==> src/core/sps_pkg.sv <==
// Package for the secondary-side control of a two-bus bridge.
// Assumes a 200 MHz system clock; shared by the top and its clock generator.
package sps_pkg;
  localparam int SYS_CLK_PERIOD_NS = 5;
  localparam int SCLK_HALF_NS      = 15;
  // Least time, so it rounds up to whole cycles (never below one)
  localparam int SCLK_HALF_CYC_I   = (SCLK_HALF_NS + SYS_CLK_PERIOD_NS - 1) / SYS_CLK_PERIOD_NS;
  localparam int SCLK_HALF_CYC     = (SCLK_HALF_CYC_I < 1) ? 1 : SCLK_HALF_CYC_I;
  localparam int SCLK_CNT_W        = 2;
  localparam logic [SCLK_CNT_W-1:0] SCLK_CNT_LAST = SCLK_CNT_W'(SCLK_HALF_CYC - 1);
  localparam logic [SCLK_CNT_W-1:0] SCLK_CNT_ZERO = 2'h0;

  localparam int NUM_SCLK  = 6;
  localparam int AD_W      = 32;
  localparam int CBE_W     = 4;
  localparam int BYTE_W    = 8;

  localparam logic [AD_W-1:0]  AD_RESET  = 32'h0000_0000;
  localparam logic [CBE_W-1:0] CBE_RESET = 4'h0;
  localparam logic [BYTE_W-1:0] BYTE_OFF = 8'h00;

  // Address/data lane and command/byte-enable lane travelling together
  typedef struct packed {
    logic [AD_W-1:0]  ad;
    logic [CBE_W-1:0] cbe;
  } sps_lanes_t;

  // One sampled bus cycle
  typedef struct packed {
    sps_lanes_t lanes;
    logic       addr_phase;
  } sps_cap_t;

  typedef enum logic {
    SPS_CLK_LOW,
    SPS_CLK_HIGH
  } sps_clk_state_t;
endpackage

==> src/core/sps_top.sv <==
// Secondary-side system and address/data control of a two-bus bridge.
// Assumes pins arrive asynchronously; internal arbiter and core logic are outside.
`timescale 1ns/1ps
module sps_top
  import sps_pkg::*;
(
  input  wire logic                i_sys_clk,
  input  wire logic                i_sys_rst,
  input  wire logic                i_ce,
  input  wire logic                i_prim_rst_n,
  input  wire logic                i_sec_rst_ctl,
  input  wire logic                i_rst_mode,
  output logic [NUM_SCLK-1:0]      o_secondary_clock_outputs,
  output logic                     o_sec_rst_n,
  input  wire logic                i_clk_stop_hs_n,
  output logic                     o_clk_stop_hs_out,
  output logic                     o_clk_stop_hs_oe,
  input  wire logic                i_stop_intent,
  output logic                     o_stop_req_seen,
  input  wire logic                i_ext_arb_sel_n,
  input  wire logic                i_req0_n,
  output logic                     o_gnt0_n,
  input  wire logic                i_int_gnt0_n,
  input  wire logic                i_int_bridge_gnt,
  input  wire logic                i_bridge_req,
  output logic                     o_bridge_gnt,
  output logic                     o_ext_arb_on,
  output logic                     o_int_req0_n,
  input  wire sps_lanes_t          i_bus_in,
  output sps_lanes_t               o_bus_out,
  output logic                     o_bus_oe,
  input  wire sps_lanes_t          i_tx,
  input  wire logic                i_tx_oe,
  input  wire logic                i_rx_addr_phase,
  output sps_cap_t                 o_cap,
  output logic [AD_W-1:0]          o_cap_data,
  output logic                     o_cap_valid
);
  typedef struct packed {
    logic       ext_s1, ext_s2;
    logic       req_s1, req_s2;
    logic       run_s1, run_s2;
    logic       prst_s1, prst_s2;
    logic       mode_s1, mode_s2;
    sps_lanes_t bus_s1, bus_s2;
    logic       mode_hold;
    logic       stop_ann;
    logic       gnt0_n;
    logic       bridge_gnt;
    sps_lanes_t tx;
    logic       tx_oe;
    sps_cap_t   cap;
    logic [AD_W-1:0] cap_data;
    logic       cap_valid;
  } sps_st_t;

  sps_st_t st;
  sps_st_t next_st;

  logic            sclk_rise;
  logic            clk_run;
  logic            ext_on;
  logic [AD_W-1:0] masked;

  // Clocks run unless mode hold or an agreed stop on the handshake line
  assign clk_run = !st.mode_hold && !(st.stop_ann && !st.run_s2);
  assign ext_on  = !st.ext_s2;

  sps_clkgen u_clkgen (
    .i_sys_clk (i_sys_clk),
    .i_sys_rst (i_sys_rst),
    .i_ce      (i_ce),
    .i_run     (clk_run),
    .o_sclk    (o_secondary_clock_outputs),
    .o_rise    (sclk_rise)
  );

  // Per-lane qualification of sampled data by active-low byte enables
  genvar gb;
  generate
    for (gb = 0; gb < CBE_W; gb++) begin : g_lane
      assign masked[gb*BYTE_W +: BYTE_W] = st.bus_s2.cbe[gb] ? BYTE_OFF
                                           : st.bus_s2.ad[gb*BYTE_W +: BYTE_W];
    end
  endgenerate

  // Next-state logic: synchronisers, mode capture, arbitration, bus lanes
  always_comb begin
    next_st          = st;
    next_st.ext_s1   = i_ext_arb_sel_n;
    next_st.ext_s2   = st.ext_s1;
    next_st.req_s1   = i_req0_n;
    next_st.req_s2   = st.req_s1;
    next_st.run_s1   = i_clk_stop_hs_n;
    next_st.run_s2   = st.run_s1;
    next_st.prst_s1  = !i_prim_rst_n;
    next_st.prst_s2  = st.prst_s1;
    next_st.mode_s1  = i_rst_mode;
    next_st.mode_s2  = st.mode_s1;
    next_st.bus_s1   = i_bus_in;
    next_st.bus_s2   = st.bus_s1;
    // Mode level is caught only while primary reset is seen
    if (st.prst_s2) begin
      next_st.mode_hold = st.mode_s2;
    end
    next_st.stop_ann = i_stop_intent;
    // Arbitration roles swap when the external arbiter is selected
    if (ext_on) begin
      next_st.gnt0_n     = !i_bridge_req;
      next_st.bridge_gnt = !st.req_s2;
    end else begin
      next_st.gnt0_n     = i_int_gnt0_n;
      next_st.bridge_gnt = i_int_bridge_gnt;
    end
    next_st.cap_valid = 1'b0;
    // Drive and sample only at the secondary clock rise
    if (sclk_rise) begin
      next_st.tx                   = i_tx;
      next_st.tx_oe                = i_tx_oe;
      next_st.cap.lanes            = st.bus_s2;
      next_st.cap.addr_phase       = i_rx_addr_phase;
      next_st.cap_data             = i_rx_addr_phase ? st.bus_s2.ad : masked;
      next_st.cap_valid            = 1'b1;
    end
  end

  // State register
  always_ff @(posedge i_sys_clk) begin
    if (i_sys_rst) begin
      st            <= '0;
      st.ext_s1     <= 1'b1;
      st.ext_s2     <= 1'b1;
      st.req_s1     <= 1'b1;
      st.req_s2     <= 1'b1;
      st.run_s1     <= 1'b1;
      st.run_s2     <= 1'b1;
      st.gnt0_n     <= 1'b1;
      st.tx         <= '{ad: AD_RESET, cbe: CBE_RESET};
    end else if (i_ce) begin
      st <= next_st;
    end
  end

  // Secondary reset follows primary reset and control combinationally; the mode hold term is registered
  assign o_sec_rst_n       = !(!i_prim_rst_n || i_sec_rst_ctl || st.mode_hold);
  assign o_clk_stop_hs_out = 1'b0;
  assign o_clk_stop_hs_oe  = st.stop_ann;
  assign o_stop_req_seen   = !st.run_s2 && !st.stop_ann;
  assign o_gnt0_n          = st.gnt0_n;
  assign o_bridge_gnt      = st.bridge_gnt;
  assign o_ext_arb_on      = ext_on;
  assign o_int_req0_n      = ext_on ? 1'b1 : st.req_s2;
  assign o_bus_out         = st.tx;
  assign o_bus_oe          = st.tx_oe;
  assign o_cap             = st.cap;
  assign o_cap_data        = st.cap_data;
  assign o_cap_valid       = st.cap_valid;

  // Checks
  property p_rst_or;
    @(posedge i_sys_clk) disable iff (i_sys_rst)
      (!i_prim_rst_n || i_sec_rst_ctl) |-> !o_sec_rst_n;
  endproperty
  a_rst_or: assert property (p_rst_or) else $error("secondary reset not asserted");

  property p_rst_async;
    @(posedge i_sys_clk) disable iff (i_sys_rst)
      (i_prim_rst_n && !i_sec_rst_ctl && !st.mode_hold) |-> o_sec_rst_n;
  endproperty
  a_rst_async: assert property (p_rst_async) else $error("secondary reset stuck");

  property p_mode_off;
    @(posedge i_sys_clk) disable iff (i_sys_rst)
      (st.mode_hold && i_ce)[*8] |-> (o_secondary_clock_outputs == '0) && !o_sec_rst_n;
  endproperty
  a_mode_off: assert property (p_mode_off) else $error("clocks live in mode hold");

  property p_clk_toggle;
    @(posedge i_sys_clk) disable iff (i_sys_rst)
      (clk_run && i_ce)[*7] |-> (o_secondary_clock_outputs != $past(o_secondary_clock_outputs, 3));
  endproperty
  a_clk_toggle: assert property (p_clk_toggle) else $error("secondary clock not toggling");

  property p_sample;
    @(posedge i_sys_clk) disable iff (i_sys_rst)
      (sclk_rise && i_ce) |=> o_cap_valid && (o_cap.lanes == $past(st.bus_s2));
  endproperty
  a_sample: assert property (p_sample) else $error("bus not sampled at clock rise");

  property p_announce;
    @(posedge i_sys_clk) disable iff (i_sys_rst)
      (i_stop_intent && i_ce) |=> o_clk_stop_hs_oe && !o_clk_stop_hs_out;
  endproperty
  a_announce: assert property (p_announce) else $error("clock stop not announced");

  property p_ext_req;
    @(posedge i_sys_clk) disable iff (i_sys_rst)
      (ext_on && i_ce) |=> (o_gnt0_n == !$past(i_bridge_req));
  endproperty
  a_ext_req: assert property (p_ext_req) else $error("grant pin not used as request");

  property p_ext_gnt;
    @(posedge i_sys_clk) disable iff (i_sys_rst)
      (ext_on && !st.req_s2 && i_ce) |=> o_bridge_gnt && !o_int_req0_n == 1'b0;
  endproperty
  a_ext_gnt: assert property (p_ext_gnt) else $error("request pin not used as grant");

  property p_drive;
    @(posedge i_sys_clk) disable iff (i_sys_rst)
      (sclk_rise && i_ce) |=> (o_bus_out == $past(i_tx)) && (o_bus_oe == $past(i_tx_oe));
  endproperty
  a_drive: assert property (p_drive) else $error("lanes not driven at clock rise");

  property p_lane0;
    @(posedge i_sys_clk) disable iff (i_sys_rst)
      (o_cap_valid && !o_cap.addr_phase && o_cap.lanes.cbe[0]) |-> (o_cap_data[BYTE_W-1:0] == BYTE_OFF);
  endproperty
  a_lane0: assert property (p_lane0) else $error("disabled byte lane carries data");

  c_ext:  cover property (@(posedge i_sys_clk) disable iff (i_sys_rst) ext_on && o_bridge_gnt);
  c_stop: cover property (@(posedge i_sys_clk) disable iff (i_sys_rst) st.stop_ann && !clk_run);
  c_mode: cover property (@(posedge i_sys_clk) disable iff (i_sys_rst) st.mode_hold);
  c_data: cover property (@(posedge i_sys_clk) disable iff (i_sys_rst)
                          o_cap_valid && !o_cap.addr_phase);
endmodule

==> src/core/sps_clkgen.sv <==
// Secondary bus clock generator: divides the system clock and can stop it.
// Assumes a synchronous reset and a clock enable that freezes the divider.
`timescale 1ns/1ps
module sps_clkgen
  import sps_pkg::*;
(
  input  wire logic                i_sys_clk,
  input  wire logic                i_sys_rst,
  input  wire logic                i_ce,
  input  wire logic                i_run,
  output logic [NUM_SCLK-1:0]      o_sclk,
  output logic                     o_rise
);
  typedef struct packed {
    logic [SCLK_CNT_W-1:0] cnt;
    sps_clk_state_t        phase;
    logic                  rise;
  } sps_gen_st_t;

  sps_gen_st_t st;
  sps_gen_st_t next_st;

  // Half-period counter; clock parks only in its low phase
  always_comb begin
    next_st      = st;
    next_st.rise = 1'b0;
    case (st.phase)
      SPS_CLK_LOW: begin
        if (!i_run) begin
          next_st.cnt = SCLK_CNT_ZERO;
        end else if (st.cnt == SCLK_CNT_LAST) begin
          next_st.cnt   = SCLK_CNT_ZERO;
          next_st.phase = SPS_CLK_HIGH;
          next_st.rise  = 1'b1;
        end else begin
          next_st.cnt = st.cnt + 2'h1;
        end
      end
      SPS_CLK_HIGH: begin
        if (st.cnt == SCLK_CNT_LAST) begin
          next_st.cnt   = SCLK_CNT_ZERO;
          next_st.phase = SPS_CLK_LOW;
        end else begin
          next_st.cnt = st.cnt + 2'h1;
        end
      end
      default: begin
        next_st.phase = SPS_CLK_LOW;
      end
    endcase
  end

  // State register
  always_ff @(posedge i_sys_clk) begin
    if (i_sys_rst) begin
      st <= '{cnt: SCLK_CNT_ZERO, phase: SPS_CLK_LOW, rise: 1'b0};
    end else if (i_ce) begin
      st <= next_st;
    end
  end

  // All outputs share one flop so the copies stay in phase
  assign o_sclk = {NUM_SCLK{st.phase == SPS_CLK_HIGH}};
  assign o_rise = st.rise && i_ce;
endmodule

==> config.mk <==
export PLATFORM = sky130hd
export DESIGN_NAME = sps_top
export DESIGN_NICKNAME = d
export VERILOG_FILES = /design/src/core/sps_pkg.sv /design/src/core/sps_top.sv /design/src/core/sps_clkgen.sv
export SDC_FILE = /design/constraint.sdc
export NUM_CORES = 1
export LEC_CHECK = 0
export BUFFER_PORTS_ARGS = -buffer_cell sky130_fd_sc_hd__buf_4
export CAP_MARGIN = 20
export CORE_UTILIZATION = 35
export CTS_CLUSTER_SIZE = 20
export DETAILED_ROUTE_END_ITERATION = 7
export MAX_ROUTING_LAYER = met4
export PLACE_DENSITY_LB_ADDON = 0.15
export SYNTH_ARGS = -nofsm -noshare
export SYNTH_HDL_FRONTEND = slang
export SYNTH_SLANG_ARGS = --single-unit
==> constraint.sdc <==
create_clock -name i_sys_clk -period 1.86 [get_ports i_sys_clk]
set_clock_uncertainty 0.15 [all_clocks]
set_input_delay 0.558 -clock i_sys_clk [delete_from_list [all_inputs] [get_ports i_sys_clk]]
set_output_delay 0.558 -clock i_sys_clk [all_outputs]
set_load 0.01 [all_outputs]
# Yosys cells after proc, flatten, opt, wreduce, memory -nomap -nowiden
# Cells that the tools add are included.
[totals]
latchBits = 0
ramBits = 0
out_inout_bits = 121
wordCells = 64
in_bits = 87
mem_bits_ro = 0
n_memories = 0
reg_bits = 197
[classes]
div_mod_pow = 0
eq_ne = 1
n_lt_le_gt_ge = 0
n_addsub = 1
n_mul = 0
bitwise_logic = 1
mux = 15
n_reduce_logical = 17
n_shift = 0
[op_table]
columns = ["cell", "n"]
rows = [
  ["$mux 32", 1],
  ["$mux 8", 4],
  ["$mux 2", 5],
  ["$logic_not 1->1", 9],
  ["$pmux 3 s2", 1],
  ["$logic_and 1x1->1", 4],
  ["$mux 1", 4],
  ["$reduce_and 2->1", 2],
  ["$add 2x1->2 const B", 1],
  ["$eq 2x2->1 const B", 1],
  ["$logic_or 1x1->1", 2],
  ["$not 1->1", 1],
]

# Depth between registers and ports, before layout
[depth]
ltp_word = 6
ltp_mapped = 7
depth_no_buf = 3

# Hierarchy
# A second synthesis with hierarchy kept.
[hier_totals]
cells_unflattened = 842
hier_area_um2 = 8388.0
[modules_own_cells]
columns = ["module", "instances", "cells_each", "area_per_inst_um2", "seq_area_each_um2"]
rows = [
  ["sps_top", 1, 818, 8162.8, 3863.7],
  ["sps_clkgen", 1, 24, 225.2, 80.1],
]

# Worst setup path after synthesis
# No wires, ideal clock.
[synth_timing]
kind = "input to register"
startpoint = "input port i_ce"
endpoint = "register st (netlist bit o_bus_out[25])"
t_arrival_ns = 1.357
n_path_buf = 4
setup_time_ns = 0.132
required_ns = 1.578
path_stages = 7
slack_ns = 0.221
cell_sequence = "buf_2 > and2_1 > buf_4 > buf_6 > buf_4 > nand2_1 > a21oi_1"
[synth_between]
elab_chain_cells = 2
[synth_lines]
columns = ["item", "line", "source"]
rows = [
  ["start, declared", "sps_top.sv:9", "input wire logic i_ce,"],
  ["$logic_and 1x1->1", "sps_clkgen.sv:64", "assign o_rise = st.rise && i_ce;"],
  ["$reduce_and 2->1 (no source line) *", "-", ""],
  ["end signal, assigned", "sps_top.sv:140", "st <= next_st;"],
  ["end, declared", "sps_top.sv:57", "sps_st_t st;"],
]
# Mark *: on every way between the ends. The rest lies on a longest branch, timed or not.
# A chain may end at the register's enable or synchronous reset.

# Final worst setup path
[layout_timing]
startpoint = "register st[110] (netlist bit)"
endpoint = "output port o_sec_rst_n"
[layout_between]
elab_chain_cells = 2
[layout_lines]
columns = ["item", "line", "source"]
rows = [
  ["$logic_or 1x1->1", "sps_top.sv:145", "assign o_sec_rst_n = !(!i_prim_rst_n || i_sec_rst_ctl || st.mode_hold);"],
  ["$logic_not 1->1", "sps_top.sv:145", ""],
  ["end, declared", "sps_top.sv:14", "output logic o_sec_rst_n,"],
]
# No other way between the ends.

==> impl_metrics.toml <==
[sta]
post-route-min-period_ns = 1.79
finalHoldViolCount = 0
fmax_mhz = 559
setup_viol = 0
rsz0062_at_grt = "no"
fin_hold_ws_ns = 0.156
setup_ws_ns = 0.0725
setup_tns_ns = 0
drv_slew = 0
post-route-period-util_pct = 96.1

[worst_setup_path]
r2r_setup_slack_ns = 0.50
cp_data_arrival_time_ns = 1.08
worstSetupStartpoint = "st[110]"
path_buf_inv = 1
r2r-end = "o_cap_data[15]"
required_ns = 1.15
end_kind = "output port"
rr_worst_depth = 4
crit_chain = "nor3b_2 -> buf_4"
startpoint_type = "flop"
cp_top_family = "flip-flops"
critical_path.max_fanout = 4
worstSetupPathDepth = 2
cp_slowest_cell = "dfxtp_2"
reg2reg_from = "u_clkgen.st[0]"
critical_path_class = "flop to output port"
cpPeakStageDelay_ns = 0.35
crit_end = "o_sec_rst_n"

[layout]
seqCellArea_um2 = 3950
num-fill-cells = 2227
fin_cells = 1263
syn2layout_area_growth_pct = 21.9
multi_input_area_um2 = 2750
fin_nets = 1057
drive_gt1_share_pct = 26.9
diodes = 0
final_util_pct = 43.5
design_area_um2 = 9530

[placement]
dpl.cell_count = 1231
io_buffers = 206
pre_cts_slack_ns = 0.117
hpwlAfterDp_um = 12000
place_area_um2 = 8880
place.gp.congestion = 0.732

[die]
fp-row-count = 54
die_y_um = 151
die-area_um2 = 22900
dieWidth_um = 151
io_pins = 208
initial_core_util_pct = 35.7
core_area_um2 = 21900

[logic_synthesis]
synth-seq-cells = 197
synthesis.area_um2 = 7820
ys_seq_area_share_pct = 50.5
synthCells = 895
synth_cell_type_count = 27
synth_fp_nets = 982
synth.avg_cell_area_um2 = 8.73
ys_warn_count = 0

[clock_tree]
numCtsBuffers = 17
cts_setup_buffers = 0
cts_buffer_depth = 2
ctsHoldBuffers = 0
cts.sinks = 197
cts_tree = "built"
h-tree-depth = 4
clk_pin_slew_ns = 0.07
clk_latency_ns = 0.43
root_buffer = "clkbuf_16"
cts.repair.resized = 1

[drt]
viasPerCell = 4.56
drt_iter0_drc = 218
first_pass_iters = 4
routed_wl_um = 18000
via_count = 5761
wire_per_inst_um = 14.3
detail-route-antenna-nets = 0
drc = 0

[global_routing]
grtUsageTotal_pct = 16.2
grt_max_degree = 74
grt_pass1_wl_um = 27700
gr-total-overflow = 0
grt_pass1_vias = 5306
grt_antenna_before_repair = 0

[hold_path]
hold_path_class = "primary input to flop"
hp-start = "i_prim_rst_n"

[run]
drv_cap = 0

[pwr]
power_density_nw_per_um2 = 941
ir_drop_mv = 0.534
power_mw = 8.97
leakage_nw = 4.03

[status]
status = "complete, no violations"
kinds of logic (layout without fill, tap and decap cells):
| logic type | after synthesis | count (layout) | synth area share [%] |
|---|---|---|---|
| AO/OA/AOI/OAI | 120 | 120 | 7.89 |
| buffers and inverters | 173 | 261 | 14.6 |
| flip-flops | 197 | 197 | 50.5 |
| multiplexers | 81 | 81 | 10.4 |
| other | 1 | 1 | 0.0480 |
| AND/OR/NAND/NOR | 323 | 323 | 16.7 |
state kept, by name (all words and copies together), names as in the netlist:
register	count
o_cap_valid	1
o_bus_oe	1
o_bus_out	36
o_cap	37
next_st	41
st	42
o_bridge_gnt	1
o_cap_data	32
o_clk_stop_hs_oe	1
o_gnt0_n	1
u_clkgen.st	3
u_clkgen.o_sclk	1
cell usage after synthesis, drive strengths merged:
library cell,n,area share (%)
dfxtp,197,50
nand2,192,9.3
buf,142,13
a21oi,112,7.2
nor2,83,4.0
mux2i,81,10
nand3,33,2.1
clkbuf,29,1.4
nand2b,9,0.72
a211oi,2,0.19
nand3b,2,0.19
o21ai,2,0.13
and2,1,0.080
clkinv,1,0.048
conb,1,0.048
inv,1,0.048
nand4bb,1,0.14
nor2b,1,0.080
nor3b,1,0.096
o211a,1,0.13
o211ai,1,0.096
o22ai,1,0.080
o31ai,1,0.096
per-layer routing:
| metal | global-route usage, % | routed length, µm | up-vias |
|---|---|---|---|
| met5 | - | 0 | - |
| li1 | - | - | 2943 |
| met3 | 5.09 | 1380 | 16 |
| met1 | 19.8 | 8210 | 2649 |
| met2 | 25.1 | 8220 | 153 |
| met4 | 5.10 | 197 | 0 |
where the power goes:
group,leakage (nW),internal (mW),switching [mW]
sequential,1.60,4.32,0.0656
clock,0.314,2.36,1.68
combinational,2.12,0.293,0.256
cell type report:
class	count	area share, %
sequential	197	41.4
multi-input combinational	525	28.8
timing repair buffer	227	19.2
clock buffer	20	4.79
tap	280	3.68
clock inverter	12	1.97
inverter	2	0.0788
worst min path at each step:
stage	endpoint	slack, ns	depth (start not counted)
final	next_st[185]	0.16	2
after global routing	next_st[185]	0.15	2
after CTS	next_st[185]	0.13	2
after global placement	o_cap_data[14]	0.29	2
after detailed placement	o_cap_data[4]	0.29	2
after floorplan	o_cap_data[0]	0.28	2
placed cells by master, fill, tap and decap left out, types with 2 or more instances in the layout:
cell type	synthesis	final
buf_4	116	216
dfxtp_1	197	194
nand2_1	191	191
a21oi_1	112	112
nor2_1	83	83
mux2i_1	81	81
nand3_1	33	33
clkbuf_16	0	17
buf_12	0	10
nand2b_1	9	9
bufinv_16	0	4
inv_6	0	4
dfxtp_2	0	3
nand3b_1	2	2
o21ai_0	2	2
a211oi_1	2	2
clkbuf_8	0	2
Note: power is estimated with default switching activity, not from simulation.
